[src/verilog/timer_pkg.sv]
// Purpose: Shared constants and carrier types of the periodic timer.
// Assumes: 32-bit APB data, byte offsets within a 4 KiB window.
// Notes: Counter registers repeat with a fixed stride per counter.
package timer_pkg;
	localparam int DATA_W = 32;
	localparam int ADDR_W = 12;
	localparam int NUM_COUNTER = 2;
	localparam int NUM_COMPARE = 4;
	localparam int NUM_CAPTURE = 2;
	localparam int NUM_DMA_EVENTS = 6;
	localparam int NUM_INT = 6;

	// Register byte offsets
	localparam logic [11:0] OFS_GLOBAL_CTRL = 12'h000;
	localparam logic [11:0] OFS_CAPTURE_CTRL = 12'h008;
	localparam logic [11:0] OFS_COMPARE_CTRL = 12'h00C;
	localparam logic [11:0] OFS_CNT_BASE = 12'h010;
	localparam logic [11:0] OFS_CNT_STRIDE = 12'h020;
	localparam logic [11:0] OFS_FREE_RUN = 12'h000;
	localparam logic [11:0] OFS_PRESCALE_CNT = 12'h004;
	localparam logic [11:0] OFS_PRESCALE_CMP = 12'h008;
	localparam logic [11:0] OFS_CAPT_FREE = 12'h010;
	localparam logic [11:0] OFS_CAPT_PRESCALE = 12'h014;
	localparam logic [11:0] OFS_COMPARE_BASE = 12'h050;
	localparam logic [11:0] OFS_INCREMENT_BASE = 12'h054;
	localparam logic [11:0] OFS_COMPARE_STRIDE = 12'h008;
	localparam logic [11:0] OFS_INT_SET = 12'h080;
	localparam logic [11:0] OFS_INT_CLEAR = 12'h084;
	localparam logic [11:0] OFS_INT_FLAG = 12'h088;
	localparam logic [11:0] OFS_WD_CTRL = 12'h090;
	localparam logic [11:0] OFS_WD_PRELOAD = 12'h094;
	localparam logic [11:0] OFS_WD_STATUS = 12'h098;
	localparam logic [11:0] OFS_WD_KEY = 12'h09C;
	localparam logic [11:0] OFS_WD_COUNT = 12'h0A0;
	localparam logic [11:0] OFS_CAPTURE_SOURCE = 12'h0B0;

	// Field positions
	localparam int CAPSEL0_LSB = 0;
	localparam int CAPSEL1_LSB = 4;
	localparam int CAPSEL_W = 3;
	localparam int COMPARE_SEL_STRIDE = 4;
	localparam int INT_CAPT_LSB = 4;
	localparam int WD_STAT_EXPIRED = 0;
	localparam int WD_STAT_ENABLED = 1;

	// Watchdog key pair and reset values
	localparam logic [15:0] WD_KEY_FIRST = 16'hE51A;
	localparam logic [15:0] WD_KEY_SECOND = 16'hA35C;
	localparam logic [31:0] RST_ZERO = 32'h0000_0000;
	localparam logic [31:0] RST_WD_PRELOAD = 32'h0000_FFFF;

	// Watchdog key sequence states
	typedef enum logic [1:0] {
		KEY_WAIT_FIRST = 2'b01,
		KEY_WAIT_SECOND = 2'b10
	} key_state_e;

	// Control going into one counter
	typedef struct packed {
		logic run;
		logic wr_free;
		logic wr_prescale;
		logic wr_prescale_cmp;
		logic capture;
		logic [DATA_W-1:0] wdata;
	} cnt_ctrl_s;

	// State coming out of one counter
	typedef struct packed {
		logic tick;
		logic [DATA_W-1:0] free_run;
		logic [DATA_W-1:0] prescale;
		logic [DATA_W-1:0] prescale_cmp;
		logic [DATA_W-1:0] capt_free;
		logic [DATA_W-1:0] capt_prescale;
	} cnt_stat_s;
endpackage : timer_pkg

[src/verilog/prescale_counter.sv]
// Purpose: One prescaled free-running counter with capture registers.
// Assumes: Control strobes are one-cycle pulses in the clock domain.
// Notes: Tick marks the cycle in which the new free-running value shows.
`timescale 1ns/1ps
`default_nettype none
module prescale_counter import timer_pkg::*; #(
	parameter int CNT_W = DATA_W
) (
	// Clock and reset
	input wire logic clk_i,
	input wire logic arst_n_i,
	// Control and state
	input wire cnt_ctrl_s ctrl_i,
	output cnt_stat_s stat_o
);
	generate
		if (CNT_W < 1 || CNT_W > DATA_W) begin : g_bad_width
			$error("prescale_counter: CNT_W out of range");
		end
	endgenerate

	logic [CNT_W-1:0] free_cnt, next_free_cnt;
	logic [CNT_W-1:0] pre_cnt, next_pre_cnt;
	logic [CNT_W-1:0] pre_cmp, next_pre_cmp;
	logic [CNT_W-1:0] capt_free, next_capt_free;
	logic [CNT_W-1:0] capt_pre, next_capt_pre;
	logic tick, next_tick;

	// Prescale, count, software writes and capture
	always_comb begin
		next_free_cnt = free_cnt;
		next_pre_cnt = pre_cnt;
		next_pre_cmp = pre_cmp;
		next_capt_free = capt_free;
		next_capt_pre = capt_pre;
		next_tick = 1'b0;
		if (ctrl_i.run) begin
			// >= so a lowered compare cannot strand the prescaler
			if (pre_cnt >= pre_cmp) begin
				next_pre_cnt = '0;
				next_free_cnt = free_cnt + 1'b1;
				next_tick = 1'b1;
			end else begin
				next_pre_cnt = pre_cnt + 1'b1;
			end
		end
		if (ctrl_i.wr_free) next_free_cnt = ctrl_i.wdata[CNT_W-1:0];
		if (ctrl_i.wr_prescale) next_pre_cnt = ctrl_i.wdata[CNT_W-1:0];
		if (ctrl_i.wr_prescale_cmp) next_pre_cmp = ctrl_i.wdata[CNT_W-1:0];
		if (ctrl_i.capture) begin
			next_capt_free = free_cnt;
			next_capt_pre = pre_cnt;
		end
	end

	// Register stage
	always_ff @(posedge clk_i or negedge arst_n_i) begin
		if (!arst_n_i) begin
			free_cnt <= '0;
			pre_cnt <= '0;
			pre_cmp <= '0;
			capt_free <= '0;
			capt_pre <= '0;
			tick <= 1'b0;
		end else begin
			free_cnt <= next_free_cnt;
			pre_cnt <= next_pre_cnt;
			pre_cmp <= next_pre_cmp;
			capt_free <= next_capt_free;
			capt_pre <= next_capt_pre;
			tick <= next_tick;
		end
	end

	// Zero-extended view for the register file
	assign stat_o.tick = tick;
	assign stat_o.free_run = DATA_W'(free_cnt);
	assign stat_o.prescale = DATA_W'(pre_cnt);
	assign stat_o.prescale_cmp = DATA_W'(pre_cmp);
	assign stat_o.capt_free = DATA_W'(capt_free);
	assign stat_o.capt_prescale = DATA_W'(capt_pre);
endmodule : prescale_counter
`default_nettype wire

[src/verilog/periodic_interrupt_timer.sv]
// Purpose: Periodic interrupt timer with digital watchdog, APB slave.
// Assumes: CLK_I is the divided system clock; DMA events are synchronous.
// Notes: Watchdog reset output stays high until the block is reset.
// Functional notes
// - Two independent counters, both advanced by the one divided system clock.
// - Each counter has its own start bit and its own prescale ratio.
// - Four compare units watch the counters and raise periodic interrupts.
// - Compare value advances by its period after each interrupt automatically.
// - Two captures, each triggered by a selectable audio port DMA event.
// - Watchdog stays inactive after reset until software enables it.
// - Enabled watchdog reaching zero without a full key pair resets processor.
// - On a match each compare adds its increment register to its value.
// - Interrupt enables change via separate set and clear registers.
// - Capture stores free-running and prescale values of the chosen counter.
// - A preload register gives the watchdog down-counter its start value.
//
// Implementation choices: the placing of the registers and the APB slave port.
`timescale 1ns/1ps
`default_nettype none
module periodic_interrupt_timer import timer_pkg::*; (
	// Clock and reset
	input wire logic CLK_I,
	input wire logic ARST_N_I,
	// APB slave
	input wire logic PSEL_I,
	input wire logic PENABLE_I,
	input wire logic PWRITE_I,
	input wire logic [ADDR_W-1:0] PADDR_I,
	input wire logic [DATA_W-1:0] PWDATA_I,
	output logic [DATA_W-1:0] PRDATA_O,
	output logic PREADY_O,
	output logic PSLVERR_O,
	// Capture triggers from the audio serial port DMA requests
	input wire logic [NUM_DMA_EVENTS-1:0] DMA_EVENT_I,
	// Interrupt and processor reset request
	output logic IRQ_O,
	output logic WD_RESET_O
);
	// Address match helper used by the write decoders and the counter and compare reads
	function automatic logic hit(input logic [11:0] a, input logic [11:0] o);
		hit = (a == o);
	endfunction : hit

	// Capture trigger pick; codes beyond the event count select nothing
	function automatic logic pick_event(input logic [CAPSEL_W-1:0] sel,
		input logic [NUM_DMA_EVENTS-1:0] ev);
		pick_event = 1'b0;
		if (int'(sel) < NUM_DMA_EVENTS) pick_event = ev[sel];
	endfunction : pick_event

	logic wr_en;
	logic [DATA_W-1:0] rd_mux;
	logic rd_ok;
	cnt_ctrl_s cnt_ctrl [NUM_COUNTER];
	cnt_stat_s cnt_stat [NUM_COUNTER];
	logic [NUM_CAPTURE-1:0] cap_trig;
	logic [NUM_COMPARE-1:0] cmp_match;

	// Configuration state
	logic [NUM_COUNTER-1:0] run, next_run;
	logic [NUM_CAPTURE-1:0] cap_cnt_sel, next_cap_cnt_sel;
	logic [NUM_COMPARE-1:0] cmp_cnt_sel, next_cmp_cnt_sel;
	logic [2*CAPSEL_W-1:0] cap_src, next_cap_src;
	logic [NUM_DMA_EVENTS-1:0] dma_prev;
	// Compare state
	logic [DATA_W-1:0] cmp_val [NUM_COMPARE];
	logic [DATA_W-1:0] next_cmp_val [NUM_COMPARE];
	logic [DATA_W-1:0] cmp_inc [NUM_COMPARE];
	logic [DATA_W-1:0] next_cmp_inc [NUM_COMPARE];
	// Interrupt state
	logic [NUM_INT-1:0] int_en, next_int_en;
	logic [NUM_INT-1:0] int_flag, next_int_flag;
	logic next_irq;
	// Watchdog state
	logic wd_en, next_wd_en;
	logic wd_expired, next_wd_expired;
	logic [DATA_W-1:0] wd_preload, next_wd_preload;
	logic [DATA_W-1:0] wd_count, next_wd_count;
	key_state_e key_state, next_key_state;
	// Bus answer state
	logic [DATA_W-1:0] next_prdata;
	logic next_pready, next_pslverr;

	// Writes land only at the completing access edge
	assign wr_en = PSEL_I && PENABLE_I && PREADY_O && PWRITE_I && !PSLVERR_O;

	// Counters and their register strobes
	generate
		for (genvar c = 0; c < NUM_COUNTER; c++) begin : g_cnt
			localparam logic [11:0] BASE =
				12'(OFS_CNT_BASE + OFS_CNT_STRIDE * c);
			logic cap_any;
			always_comb begin
				cap_any = 1'b0;
				for (int k = 0; k < NUM_CAPTURE; k++) begin
					if (cap_trig[k] && (int'(cap_cnt_sel[k]) == c)) cap_any = 1'b1;
				end
			end
			assign cnt_ctrl[c].run = run[c];
			assign cnt_ctrl[c].wr_free = wr_en && hit(PADDR_I, BASE + OFS_FREE_RUN);
			assign cnt_ctrl[c].wr_prescale =
				wr_en && hit(PADDR_I, BASE + OFS_PRESCALE_CNT);
			assign cnt_ctrl[c].wr_prescale_cmp =
				wr_en && hit(PADDR_I, BASE + OFS_PRESCALE_CMP);
			assign cnt_ctrl[c].capture = cap_any;
			assign cnt_ctrl[c].wdata = PWDATA_I;
			// Same clock for both counters keeps them phase-related
			prescale_counter #(.CNT_W(DATA_W)) u_cnt (
				.clk_i(CLK_I),
				.arst_n_i(ARST_N_I),
				.ctrl_i(cnt_ctrl[c]),
				.stat_o(cnt_stat[c])
			);
		end
	endgenerate

	// Capture triggers on the rising edge of the selected DMA event
	assign cap_trig[0] = pick_event(cap_src[CAPSEL0_LSB +: CAPSEL_W],
		DMA_EVENT_I & ~dma_prev);
	assign cap_trig[1] = pick_event(cap_src[CAPSEL_W +: CAPSEL_W],
		DMA_EVENT_I & ~dma_prev);

	// Configuration registers
	always_comb begin
		next_run = run;
		next_cap_cnt_sel = cap_cnt_sel;
		next_cmp_cnt_sel = cmp_cnt_sel;
		next_cap_src = cap_src;
		if (wr_en && hit(PADDR_I, OFS_GLOBAL_CTRL)) begin
			next_run = PWDATA_I[NUM_COUNTER-1:0];
		end
		if (wr_en && hit(PADDR_I, OFS_CAPTURE_CTRL)) begin
			next_cap_cnt_sel = PWDATA_I[NUM_CAPTURE-1:0];
		end
		if (wr_en && hit(PADDR_I, OFS_COMPARE_CTRL)) begin
			for (int i = 0; i < NUM_COMPARE; i++) begin
				next_cmp_cnt_sel[i] = PWDATA_I[i*COMPARE_SEL_STRIDE];
			end
		end
		if (wr_en && hit(PADDR_I, OFS_CAPTURE_SOURCE)) begin
			next_cap_src = {PWDATA_I[CAPSEL1_LSB +: CAPSEL_W],
				PWDATA_I[CAPSEL0_LSB +: CAPSEL_W]};
		end
	end

	always_ff @(posedge CLK_I or negedge ARST_N_I) begin
		if (!ARST_N_I) begin
			run <= '0;
			cap_cnt_sel <= '0;
			cmp_cnt_sel <= '0;
			cap_src <= '0;
			dma_prev <= '0;
		end else begin
			run <= next_run;
			cap_cnt_sel <= next_cap_cnt_sel;
			cmp_cnt_sel <= next_cmp_cnt_sel;
			cap_src <= next_cap_src;
			dma_prev <= DMA_EVENT_I;
		end
	end

	// Compare units: match on the cycle the new count shows
	always_comb begin
		for (int i = 0; i < NUM_COMPARE; i++) begin
			cmp_match[i] = cnt_stat[cmp_cnt_sel[i]].tick &&
				(cnt_stat[cmp_cnt_sel[i]].free_run == cmp_val[i]);
			next_cmp_val[i] = cmp_val[i];
			next_cmp_inc[i] = cmp_inc[i];
			if (cmp_match[i]) next_cmp_val[i] = cmp_val[i] + cmp_inc[i];
			// Software write wins over the automatic step
			if (wr_en && hit(PADDR_I, 12'(OFS_COMPARE_BASE +
				OFS_COMPARE_STRIDE * i))) next_cmp_val[i] = PWDATA_I;
			if (wr_en && hit(PADDR_I, 12'(OFS_INCREMENT_BASE +
				OFS_COMPARE_STRIDE * i))) next_cmp_inc[i] = PWDATA_I;
		end
	end

	always_ff @(posedge CLK_I or negedge ARST_N_I) begin
		if (!ARST_N_I) begin
			for (int i = 0; i < NUM_COMPARE; i++) begin
				cmp_val[i] <= RST_ZERO;
				cmp_inc[i] <= RST_ZERO;
			end
		end else begin
			for (int i = 0; i < NUM_COMPARE; i++) begin
				cmp_val[i] <= next_cmp_val[i];
				cmp_inc[i] <= next_cmp_inc[i];
			end
		end
	end

	// Interrupt flags and enables; a new event beats a same-cycle clear
	always_comb begin
		next_int_en = int_en;
		if (wr_en && hit(PADDR_I, OFS_INT_SET)) begin
			next_int_en = int_en | PWDATA_I[NUM_INT-1:0];
		end
		if (wr_en && hit(PADDR_I, OFS_INT_CLEAR)) begin
			next_int_en = int_en & ~PWDATA_I[NUM_INT-1:0];
		end
		next_int_flag = int_flag;
		if (wr_en && hit(PADDR_I, OFS_INT_FLAG)) begin
			next_int_flag = int_flag & ~PWDATA_I[NUM_INT-1:0];
		end
		next_int_flag[NUM_COMPARE-1:0] = next_int_flag[NUM_COMPARE-1:0] |
			cmp_match;
		next_int_flag[INT_CAPT_LSB +: NUM_CAPTURE] =
			next_int_flag[INT_CAPT_LSB +: NUM_CAPTURE] | cap_trig;
		next_irq = |(next_int_flag & next_int_en);
	end

	always_ff @(posedge CLK_I or negedge ARST_N_I) begin
		if (!ARST_N_I) begin
			int_en <= '0;
			int_flag <= '0;
			IRQ_O <= 1'b0;
		end else begin
			int_en <= next_int_en;
			int_flag <= next_int_flag;
			IRQ_O <= next_irq;
		end
	end

	// Watchdog: enable is one-way so runaway code cannot switch it off
	always_comb begin
		next_wd_en = wd_en;
		next_wd_expired = wd_expired;
		next_wd_preload = wd_preload;
		next_wd_count = wd_count;
		next_key_state = key_state;
		if (wr_en && hit(PADDR_I, OFS_WD_PRELOAD)) next_wd_preload = PWDATA_I;
		if (wr_en && hit(PADDR_I, OFS_WD_KEY)) begin
			case (key_state)
				KEY_WAIT_FIRST: begin
					if (PWDATA_I[15:0] == WD_KEY_FIRST) begin
						next_key_state = KEY_WAIT_SECOND;
					end
				end
				KEY_WAIT_SECOND: begin
					if (PWDATA_I[15:0] == WD_KEY_SECOND) begin
						next_key_state = KEY_WAIT_FIRST;
						if (wd_en && !wd_expired) next_wd_count = wd_preload;
					end else if (PWDATA_I[15:0] != WD_KEY_FIRST) begin
						next_key_state = KEY_WAIT_FIRST;
					end
				end
				default: begin
					next_key_state = KEY_WAIT_FIRST;
				end
			endcase
		end
		if (wd_en && !wd_expired && (next_key_state == key_state ||
			key_state == KEY_WAIT_FIRST)) begin
			if (wd_count == RST_ZERO) begin
				next_wd_expired = 1'b1;
			end else begin
				next_wd_count = wd_count - 1'b1;
			end
		end
		if (!wd_en && wr_en && hit(PADDR_I, OFS_WD_CTRL) && PWDATA_I[0]) begin
			next_wd_en = 1'b1;
			next_wd_count = next_wd_preload;
		end
	end

	always_ff @(posedge CLK_I or negedge ARST_N_I) begin
		if (!ARST_N_I) begin
			wd_en <= 1'b0;
			wd_expired <= 1'b0;
			wd_preload <= RST_WD_PRELOAD;
			wd_count <= RST_WD_PRELOAD;
			key_state <= KEY_WAIT_FIRST;
			WD_RESET_O <= 1'b0;
		end else begin
			wd_en <= next_wd_en;
			wd_expired <= next_wd_expired;
			wd_preload <= next_wd_preload;
			wd_count <= next_wd_count;
			key_state <= next_key_state;
			WD_RESET_O <= next_wd_expired;
		end
	end

	// Read decode; reserved and unmapped offsets answer with an error
	always_comb begin
		rd_mux = RST_ZERO;
		rd_ok = 1'b1;
		case (PADDR_I)
			OFS_GLOBAL_CTRL: rd_mux = DATA_W'(run);
			OFS_CAPTURE_CTRL: rd_mux = DATA_W'(cap_cnt_sel);
			OFS_COMPARE_CTRL: begin
				for (int i = 0; i < NUM_COMPARE; i++) begin
					rd_mux[i*COMPARE_SEL_STRIDE] = cmp_cnt_sel[i];
				end
			end
			OFS_INT_SET, OFS_INT_CLEAR: rd_mux = DATA_W'(int_en);
			OFS_INT_FLAG: rd_mux = DATA_W'(int_flag);
			OFS_WD_CTRL: rd_mux = DATA_W'(wd_en);
			OFS_WD_PRELOAD: rd_mux = wd_preload;
			OFS_WD_STATUS: begin
				rd_mux[WD_STAT_EXPIRED] = wd_expired;
				rd_mux[WD_STAT_ENABLED] = wd_en;
			end
			OFS_WD_KEY: rd_mux = RST_ZERO;
			OFS_WD_COUNT: rd_mux = wd_count;
			OFS_CAPTURE_SOURCE: begin
				rd_mux[CAPSEL0_LSB +: CAPSEL_W] = cap_src[0 +: CAPSEL_W];
				rd_mux[CAPSEL1_LSB +: CAPSEL_W] = cap_src[CAPSEL_W +: CAPSEL_W];
			end
			default: rd_ok = 1'b0;
		endcase
		for (int c = 0; c < NUM_COUNTER; c++) begin
			if (hit(PADDR_I, 12'(OFS_CNT_BASE + OFS_CNT_STRIDE * c) +
				OFS_FREE_RUN)) begin
				rd_mux = cnt_stat[c].free_run;
				rd_ok = 1'b1;
			end
			if (hit(PADDR_I, 12'(OFS_CNT_BASE + OFS_CNT_STRIDE * c) +
				OFS_PRESCALE_CNT)) begin
				rd_mux = cnt_stat[c].prescale;
				rd_ok = 1'b1;
			end
			if (hit(PADDR_I, 12'(OFS_CNT_BASE + OFS_CNT_STRIDE * c) +
				OFS_PRESCALE_CMP)) begin
				rd_mux = cnt_stat[c].prescale_cmp;
				rd_ok = 1'b1;
			end
			if (hit(PADDR_I, 12'(OFS_CNT_BASE + OFS_CNT_STRIDE * c) +
				OFS_CAPT_FREE)) begin
				rd_mux = cnt_stat[c].capt_free;
				rd_ok = 1'b1;
			end
			if (hit(PADDR_I, 12'(OFS_CNT_BASE + OFS_CNT_STRIDE * c) +
				OFS_CAPT_PRESCALE)) begin
				rd_mux = cnt_stat[c].capt_prescale;
				rd_ok = 1'b1;
			end
		end
		for (int i = 0; i < NUM_COMPARE; i++) begin
			if (hit(PADDR_I, 12'(OFS_COMPARE_BASE + OFS_COMPARE_STRIDE * i))) begin
				rd_mux = cmp_val[i];
				rd_ok = 1'b1;
			end
			if (hit(PADDR_I, 12'(OFS_INCREMENT_BASE + OFS_COMPARE_STRIDE * i))) begin
				rd_mux = cmp_inc[i];
				rd_ok = 1'b1;
			end
		end
	end

	// Answer sampled in setup, so every access completes in one cycle
	always_comb begin
		next_pready = 1'b0;
		next_pslverr = 1'b0;
		next_prdata = RST_ZERO;
		if (PSEL_I && !PENABLE_I) begin
			next_pready = 1'b1;
			next_pslverr = !rd_ok;
			next_prdata = (rd_ok && !PWRITE_I) ? rd_mux : RST_ZERO;
		end
	end

	always_ff @(posedge CLK_I or negedge ARST_N_I) begin
		if (!ARST_N_I) begin
			PREADY_O <= 1'b0;
			PSLVERR_O <= 1'b0;
			PRDATA_O <= RST_ZERO;
		end else begin
			PREADY_O <= next_pready;
			PSLVERR_O <= next_pslverr;
			PRDATA_O <= next_prdata;
		end
	end
endmodule : periodic_interrupt_timer
`default_nettype wire

[config.mk]
export PLATFORM = sky130hd
export DESIGN_NAME = periodic_interrupt_timer
export DESIGN_NICKNAME = d
export VERILOG_FILES = /design/src/verilog/timer_pkg.sv /design/src/verilog/prescale_counter.sv /design/src/verilog/periodic_interrupt_timer.sv
export SDC_FILE = /design/constraint.sdc
export NUM_CORES = 2
export LEC_CHECK = 0
export BUFFER_PORTS_ARGS = -buffer_cell sky130_fd_sc_hd__buf_4
export CAP_MARGIN = 40
export CELL_PAD_IN_SITES_DETAIL_PLACEMENT = 1
export CELL_PAD_IN_SITES_GLOBAL_PLACEMENT = 1
export CORE_MARGIN = 8
export CORE_UTILIZATION = 54
export DETAILED_ROUTE_END_ITERATION = 8
export PLACE_DENSITY_LB_ADDON = 0.1
export SLEW_MARGIN = 25
export SYNTH_ARGS = -nofsm -noshare
export SYNTH_HDL_FRONTEND = slang
export SYNTH_SLANG_ARGS = --single-unit
[constraint.sdc]
create_clock -name CLK_I -period 7.47 [get_ports CLK_I]
set_input_delay 1.1205 -clock CLK_I [delete_from_list [all_inputs] [get_ports CLK_I]]
set_output_delay 1.1205 -clock CLK_I [all_outputs]
set_load 0.03 [all_outputs]
# Word level (Yosys, flattened, before mapping)
# Index checks and enable logic that the tools add are counted.
dict set report word_totals {
  word_cells 290
  register_bits 713
  inputBits 55
  out_inout_bits 36
}
dict set report op_classes {
  reduce_logical 67
  n_eq_ne 39
  n_mux 114
  order_cmp 10
  bitwise_logic 15
  n_addsub 9
}
# cell n
set ops {}
lappend ops {{two-way mux 161 bit} 12}
lappend ops {{two-way mux 32 bit} 48}
lappend ops {{adder 32 x 1 -> 32 bit, second input constant} 4}
lappend ops {{adder 32 bit} 4}
lappend ops {{equality test 32 bit} 4}
lappend ops {{equality test 12 x 7 -> 1 bit, second input constant} 10}
lappend ops {{equality test 12 x 8 -> 1 bit, second input constant} 9}
lappend ops {{>= comparator 32 bit} 2}
lappend ops {{equality test 12 x 6 -> 1 bit, second input constant} 5}
lappend ops {{logical AND 1 bit} 42}
lappend ops {{case mux 19 bit (2 select lines)} 1}
lappend ops {{equality test 12 x 5 -> 1 bit, second input constant} 3}
lappend ops {{two-way mux 1 bit} 33}
lappend ops {{equality test 16 bit, second input constant} 2}
lappend ops {{logical NOT 32 bit} 1}
lappend ops {{subtractor 32 x 1 -> 32 bit, second input constant} 1}
lappend ops {{bitwise AND 6 bit} 4}
lappend ops {{equality test 12 x 4 -> 1 bit, second input constant} 2}
lappend ops {{nonzero test 2 bit} 10}
lappend ops {{two-way mux 6 bit} 3}
lappend ops {{inequality test 16 bit, second input constant} 1}
lappend ops {{logical NOT 12 bit} 1}
lappend ops {{NOT 6 bit} 2}
lappend ops {{OR reduction 12 bit} 1}
lappend ops {{28 further kinds} 49}

# Longest topological paths before layout
dict set report logic_depth {
  ltp_word 24
  mapped_depth 15
  mapped_depth_nobuf 14
}

# Modules after synthesis
# From an unflattened synthesis, not the netlist that was laid out.
dict set report unflattened {
  hier_cells 5232
  hier_area_um2 47608.2
}
# mod n_inst cells_each area_per_inst_um2 seq_area_each_um2
set by_module_without_submodules {}
lappend by_module_without_submodules {periodic_interrupt_timer 1 3529 30824.6 9825.7}
lappend by_module_without_submodules {{prescale_counter at g_cnt[1].u_cnt} 1 858 8449.4 4028.9}
lappend by_module_without_submodules {{prescale_counter at g_cnt[0].u_cnt} 1 845 8334.2 4028.9}

# Worst setup path after synthesis
# Ideal clock, no wire load.
dict set report synth_timing {
  path_kind {input -> register}
  startpoint {input port PADDR_I[7]}
  endpoint {register PRDATA_O[9]}
  path_buffers 2
  path_slack_ns 3.865
  arrival_ns 3.527
  required_time_ns 7.392
  setup_time_ns 0.078
  path_stages 12
  cell_sequence {buf_2 or4b_1 buf_2 nor4_4 a221o_1 a21oi_1 or4_1 a31o_1 a21oi_1 o22ai_1 a21o_1 a21oi_1}
}
dict set report synth_between {
  elab_chain_cells 24
  word_cells_on_any_way 72
  cone_classes {eq/ne: 29; mux: 40; reduce/logical: 3}
}
# item line_no
set synth_lines {}
lappend synth_lines {{start: declaration} periodic_interrupt_timer.sv:28} ;# input wire logic [ADDR_W-1:0] PADDR_I,
lappend synth_lines {{equality test 12 x 4 -> 1 bit, or another cell as far along} periodic_interrupt_timer.sv:288} ;# case (PADDR_I)
lappend synth_lines {{OR reduction 12 bit (no line)} -}
lappend synth_lines {{two-way mux 1 bit} periodic_interrupt_timer.sv:288}
lappend synth_lines {{two-way mux 1 bit} periodic_interrupt_timer.sv:313} ;# if (hit(PADDR_I, 12'(OFS_CNT_BASE + OFS_CNT_STRIDE * c) +
lappend synth_lines {{two-way mux 1 bit} periodic_interrupt_timer.sv:318} ;# if (hit(PADDR_I, 12'(OFS_CNT_BASE + OFS_CNT_STRIDE * c) +
lappend synth_lines {{two-way mux 1 bit} periodic_interrupt_timer.sv:323} ;# if (hit(PADDR_I, 12'(OFS_CNT_BASE + OFS_CNT_STRIDE * c) +
lappend synth_lines {{two-way mux 1 bit} periodic_interrupt_timer.sv:328} ;# if (hit(PADDR_I, 12'(OFS_CNT_BASE + OFS_CNT_STRIDE * c) +
lappend synth_lines {{two-way mux 1 bit} periodic_interrupt_timer.sv:333} ;# if (hit(PADDR_I, 12'(OFS_CNT_BASE + OFS_CNT_STRIDE * c) +
lappend synth_lines {{(+9 left out)} -}
lappend synth_lines {{two-way mux 1 bit} periodic_interrupt_timer.sv:340} ;# if (hit(PADDR_I, 12'(OFS_COMPARE_BASE + OFS_COMPARE_STRIDE * i))) begin
lappend synth_lines {{two-way mux 1 bit} periodic_interrupt_timer.sv:344} ;# if (hit(PADDR_I, 12'(OFS_INCREMENT_BASE + OFS_COMPARE_STRIDE * i))) begin
lappend synth_lines {{two-way mux 1 bit} periodic_interrupt_timer.sv:340}
lappend synth_lines {{two-way mux 1 bit} periodic_interrupt_timer.sv:344}
lappend synth_lines {{logical AND 1 bit} periodic_interrupt_timer.sv:359} ;# next_prdata = (rd_ok && !PWRITE_I) ? rd_mux : RST_ZERO;
lappend synth_lines {{two-way mux 32 bit *} periodic_interrupt_timer.sv:359}
lappend synth_lines {{two-way mux 32 bit *} periodic_interrupt_timer.sv:356} ;# if (PSEL_I && !PENABLE_I) begin
lappend synth_lines {{via next_prdata[9]} periodic_interrupt_timer.sv:81} ;# logic [DATA_W-1:0] next_prdata;
lappend synth_lines {{end signal: assignment} periodic_interrupt_timer.sv:371} ;# PRDATA_O <= next_prdata;
lappend synth_lines {{end: declaration} periodic_interrupt_timer.sv:30} ;# output logic [DATA_W-1:0] PRDATA_O,
# Mark *: on every way through the listed nets, which the timed path passes. The rest lies on a longest branch.
# A chain may end at the register's enable or synchronous reset.

# Worst setup path after layout
dict set report layout_timing {
  startpoint {register g_cnt[0].u_cnt.free_cnt[4]}
  endpoint {register g_cnt[0].u_cnt.free_cnt[30]}
}
dict set report layout_between {
  elab_chain_cells 4
}
# item line_no
set layout_lines {}
lappend layout_lines {{start: declaration} prescale_counter.sv:22} ;# logic [CNT_W-1:0] free_cnt, next_free_cnt;
lappend layout_lines {{start signal: assignment} prescale_counter.sv:66} ;# free_cnt <= next_free_cnt;
lappend layout_lines {{adder 32 x 1 -> 32 bit} prescale_counter.sv:41} ;# next_free_cnt = free_cnt + 1'b1;
lappend layout_lines {{two-way mux 32 bit} prescale_counter.sv:39} ;# if (pre_cnt >= pre_cmp) begin
lappend layout_lines {{two-way mux 32 bit} prescale_counter.sv:37} ;# if (ctrl_i.run) begin
lappend layout_lines {{two-way mux 32 bit} prescale_counter.sv:47} ;# if (ctrl_i.wr_free) next_free_cnt = ctrl_i.wdata[CNT_W-1:0];
# No other way between the ends. The select of a mux whose other input is x is not followed.

==> results.cfg <==
[logic_synthesis]
synth-adder-area-share_pct = 5.37
synth_top_cell_by_area = dfrtp_1
synth_compound_area_share_pct = 18.1
syn_inst = 5143
yosysWarnings = 0
yosysUniqueCellTypes = 97
synth_fp_nets = 5398
synth_top_area_share_pct = 36.1
synth_mux_area_share_pct = 13.9
synth_area_per_cell_um2 = 9.17
synth_area_leaders = dfrtp_1 (36%), mux2_2 (8.4%), mux2i_1 (5.6%)
async_flop_share_pct = 100
synthSimpleGateAreaFrac_pct = 14.9
synth_edf_count = 0
synth.yosys.seq_area_share_pct = 37.9
yosys.area_share.xor_xnor_pct = 5.48
ys_ff_latch = 713
syn_area_mm2 = 0.0471
synth_top_family_by_area = compound AO/OA/AOI/OAI gates
ys.flop_type = dfrtp_1

[timing]
tns_ns = 0
hold_ws_ns = 0.467
finalSetupViolCount = 0
drv_slew = 0
finalWorstPathRequiredPeriod_ns = 4.65
hold_viol = 0
tightest_slew_ns = 1.07
clock.fmax_mhz = 215
rsz0062_at_grt = no
post-route-period-util_pct = 62.2
skew_ns = 0.0309
slew_headroom_pct = 28.7

[floorplanning]
fp.coreArea_mm2 = 0.0866
io_pins = 91
die_y_um = 311
die_area_mm2 = 0.0970
fp-row-count = 108
die_w_um = 311
start_util_pct = 54.4

[grt]
grt_max_degree = 153
overflow = 0
grt_pass1_vias = 47800
grt_usage_pct = 48.9
grt_first_pass_wirelength_um = 348000
antenna_found_initial = 33

[worst_setup_path]
cpPeakStageDelay_ns = 0.86
crit_buf_inv = 0
start_kind = register
worstSetupPathType = register to register
crit_slowest_cell = nor3_1
crit_chain = nand3_1 > nor4_2 > nand4_1 > nor3_1 > and3_1 > nand3_1 > nor2_1 > nand2_1 > nor2_1 > xnor2_1 > a21oi_1
crit_required_ns = 8.01
cp.arrival_ns = 5.18
critPathMaxFanout = 9
end_kind = register
crit_family = simple AND/OR/NAND/NOR gates

[cts]
clockRootBuffer = clkbuf_16
cts_made_buffers = 87
cts_resized = 0
clkTransAtPathRegs_ns = 0.06
hold_buffers = 0
worst_skew_pair.late_latency_ns = 0.70
cts_tree = built
post_cts_buffers = 0
clockBufferDepth = 3
cts.sinks = 713
cts.htree.levels = 3

[hold_path]
hold_class = input port to async pin

[place]
placed_cells = 6187
place_congestion = 1.06
hpwlAfterDp_um = 176000
port_buffers = 90

[cells_and_area]
drive_gt1_share_pct = 16.5
nets = 5394
fillers = 9717
final_cells = 6385
area_delta_synth_final_pct = 11.6

[routing]
drc = 0
wl_met3_um = 36800
top_layer_used = met5
met1_length_um = 90700
ant_nets = 0
drt-total-wl_um = 246000
wire_per_inst_um = 38.6
wl_met2_um = 97400
dr_total_vias = 47700
via_per_inst = 7.47
drt_iter0_markers = 7899
dr.pass1.iters = 8

[power_and_ir_drop]
p_leak_nw = 22.7
power_density_mw_per_mm2 = 178
ir_drop_uv = 228

[run]
cap_violations = 0

[status]
status = complete, no violations
[layout by cell type, fill, tap and decap left out, types with 21 or more instances in the layout]
| master | instances |
|---|---|
| o211ai_1 | 38 |
| a31oi_1 | 72 |
| nor4_1 | 40 |
| nor2_1 | 428 |
| clkbuf_16 | 89 |
| and3_1 | 54 |
| a21o_1 | 74 |
| xnor2_1 | 233 |
| a211oi_1 | 35 |
| a22oi_1 | 64 |
| a221oi_1 | 39 |
| buf_4 | 217 |
| nand3b_1 | 35 |
| ha_1 | 196 |
| a21oi_1 | 304 |
| mux2_2 | 350 |
| o21a_1 | 27 |
| nand3_1 | 107 |
| nand2_1 | 450 |
| inv_1 | 156 |
| nor3_1 | 73 |
| a222oi_1 | 37 |
| dfrtp_1 | 676 |
| dfstp_2 | 33 |
| mux2i_1 | 262 |
| o22ai_1 | 62 |
| clkbuf_8 | 22 |
| o21ai_0 | 358 |
| xor2_1 | 62 |
| clkbuf_1 | 21 |
| nor2b_1 | 38 |
| nand2b_1 | 45 |
| nand4_1 | 48 |
| o21ai_1 | 36 |
[cells by family after synthesis]
| kind of cell | after synthesis |
|---|---|
| compound gates | 1343 |
| mux | 612 |
| xor+xnor | 295 |
| fa+ha+maj | 200 |
| flops | 713 |
| buf+inv | 506 |
| simple gates | 1474 |
[registers in the layout, indices dropped and copies added, names as in the netlist, 32 cells and up]
| name | count |
|---|---|
| cmp_inc | 128 |
| g_cnt.u_cnt.pre_cnt | 64 |
| g_cnt.u_cnt.capt_free | 64 |
| g_cnt.u_cnt.capt_pre | 64 |
| wd_preload | 32 |
| g_cnt.u_cnt.free_cnt | 64 |
| wd_count | 32 |
| g_cnt.u_cnt.pre_cmp | 64 |
| cmp_val | 128 |
| PRDATA_O | 32 |
[routing by layer]
metal  global-route usage, %  up-vias
met4                    35.1       28
met1                    62.4    24000
li1                        -    18800
met3                    19.3     1110
met5                       0        -
met2                    66.6     3831
[synth_stat cells (27+ instances only)]
cell and instances:
o21ai_0 359, inv_1 156, ha_1 196, nand2b_1 45
nor4_1 42, nor2b_1 38, a221oi_1 39, mux2i_1 262
a222oi_1 37, buf_2 47, a21oi_1 305, xor2_1 62
xnor2_1 233, o211ai_1 38, a21o_1 74, dfrtp_1 680
dfstp_2 33, mux2_2 350, a22oi_1 64, o22ai_1 63
o21ai_1 35, nand4_1 48, nor3_1 81, o21a_1 27
nand3_1 108, a31oi_1 72, clkbuf_1 275, and3_1 54
a211oi_1 35, nand3b_1 35, nor2_1 448, nand2_1 453
[through the flow]
| stage | setup WS, ns | total power, mW | instance area, um2 | util (%) |
|---|---|---|---|---|
| final | 2.82 | 9.39 | 52600 | 60.8 |
| after global routing | 2.74 | 9.49 | 52600 | 60.7 |
| after detailed placement | 2.11 | 4.81 | 49400 | 57.0 |
| after global placement | 2.20 | 4.78 | 49100 | 56.6 |
| after CTS | 2.81 | 9.29 | 52400 | 60.5 |
| after floorplan | 3.87 | 4.35 | 47100 | - |
[final timing paths]
path / from / endpoint / slack [ns] / cells after the start
max: g_cnt[0].u_cnt.free_cnt[4] / g_cnt[0].u_cnt.free_cnt[30] / 2.82 / 11
min: ARST_N_I / g_cnt[0].u_cnt.pre_cnt[26] / 0.47 / 1
max reg2reg: g_cnt[0].u_cnt.free_cnt[4] / g_cnt[0].u_cnt.free_cnt[30] / 2.82 / 11
min reg2reg: g_cnt[1].u_cnt.capt_free[19] / g_cnt[1].u_cnt.capt_free[19] / 0.51 / 1
max in group asynchronous: ARST_N_I / cmp_inc[22] / 5.53 / 2
min in group CLK_I: g_cnt[1].u_cnt.capt_free[19] / g_cnt[1].u_cnt.capt_free[19] / 0.51 / 1
[worst reg2reg max path: cells and delay by family, from the launching register on]
family	cells	cell delay, ns
compound gates	1	0.08
flops	1	0.82
simple gates	9	3.44
xor+xnor	1	0.15
[layout make-up]
cell class | instances | area (um2) | area share [%]
Inverter | 156 | 586 | 1.11
Timing Repair Buffer | 257 | 2180 | 4.14
Clock inverter | 32 | 407 | 0.773
Sequential cell | 713 | 17900 | 34.0
Tap cell | 1155 | 1450 | 2.75
Clock buffer | 131 | 2610 | 4.95
Multi-Input combinational cell | 3924 | 27500 | 52.2
Antenna cell | 17 | 42.5 | 0.0808
[where the power goes]
part / internal, mW / switching [mW] / leakage, nW
Sequential: 3.91 / 0.131 / 8.65
Clock: 2.66 / 1.91 / 1.49
Combinational: 0.207 / 0.569 / 12.6
Total: 6.78 / 2.61 / 22.7
No activity file was read; power rests on OpenSTA's default activity.
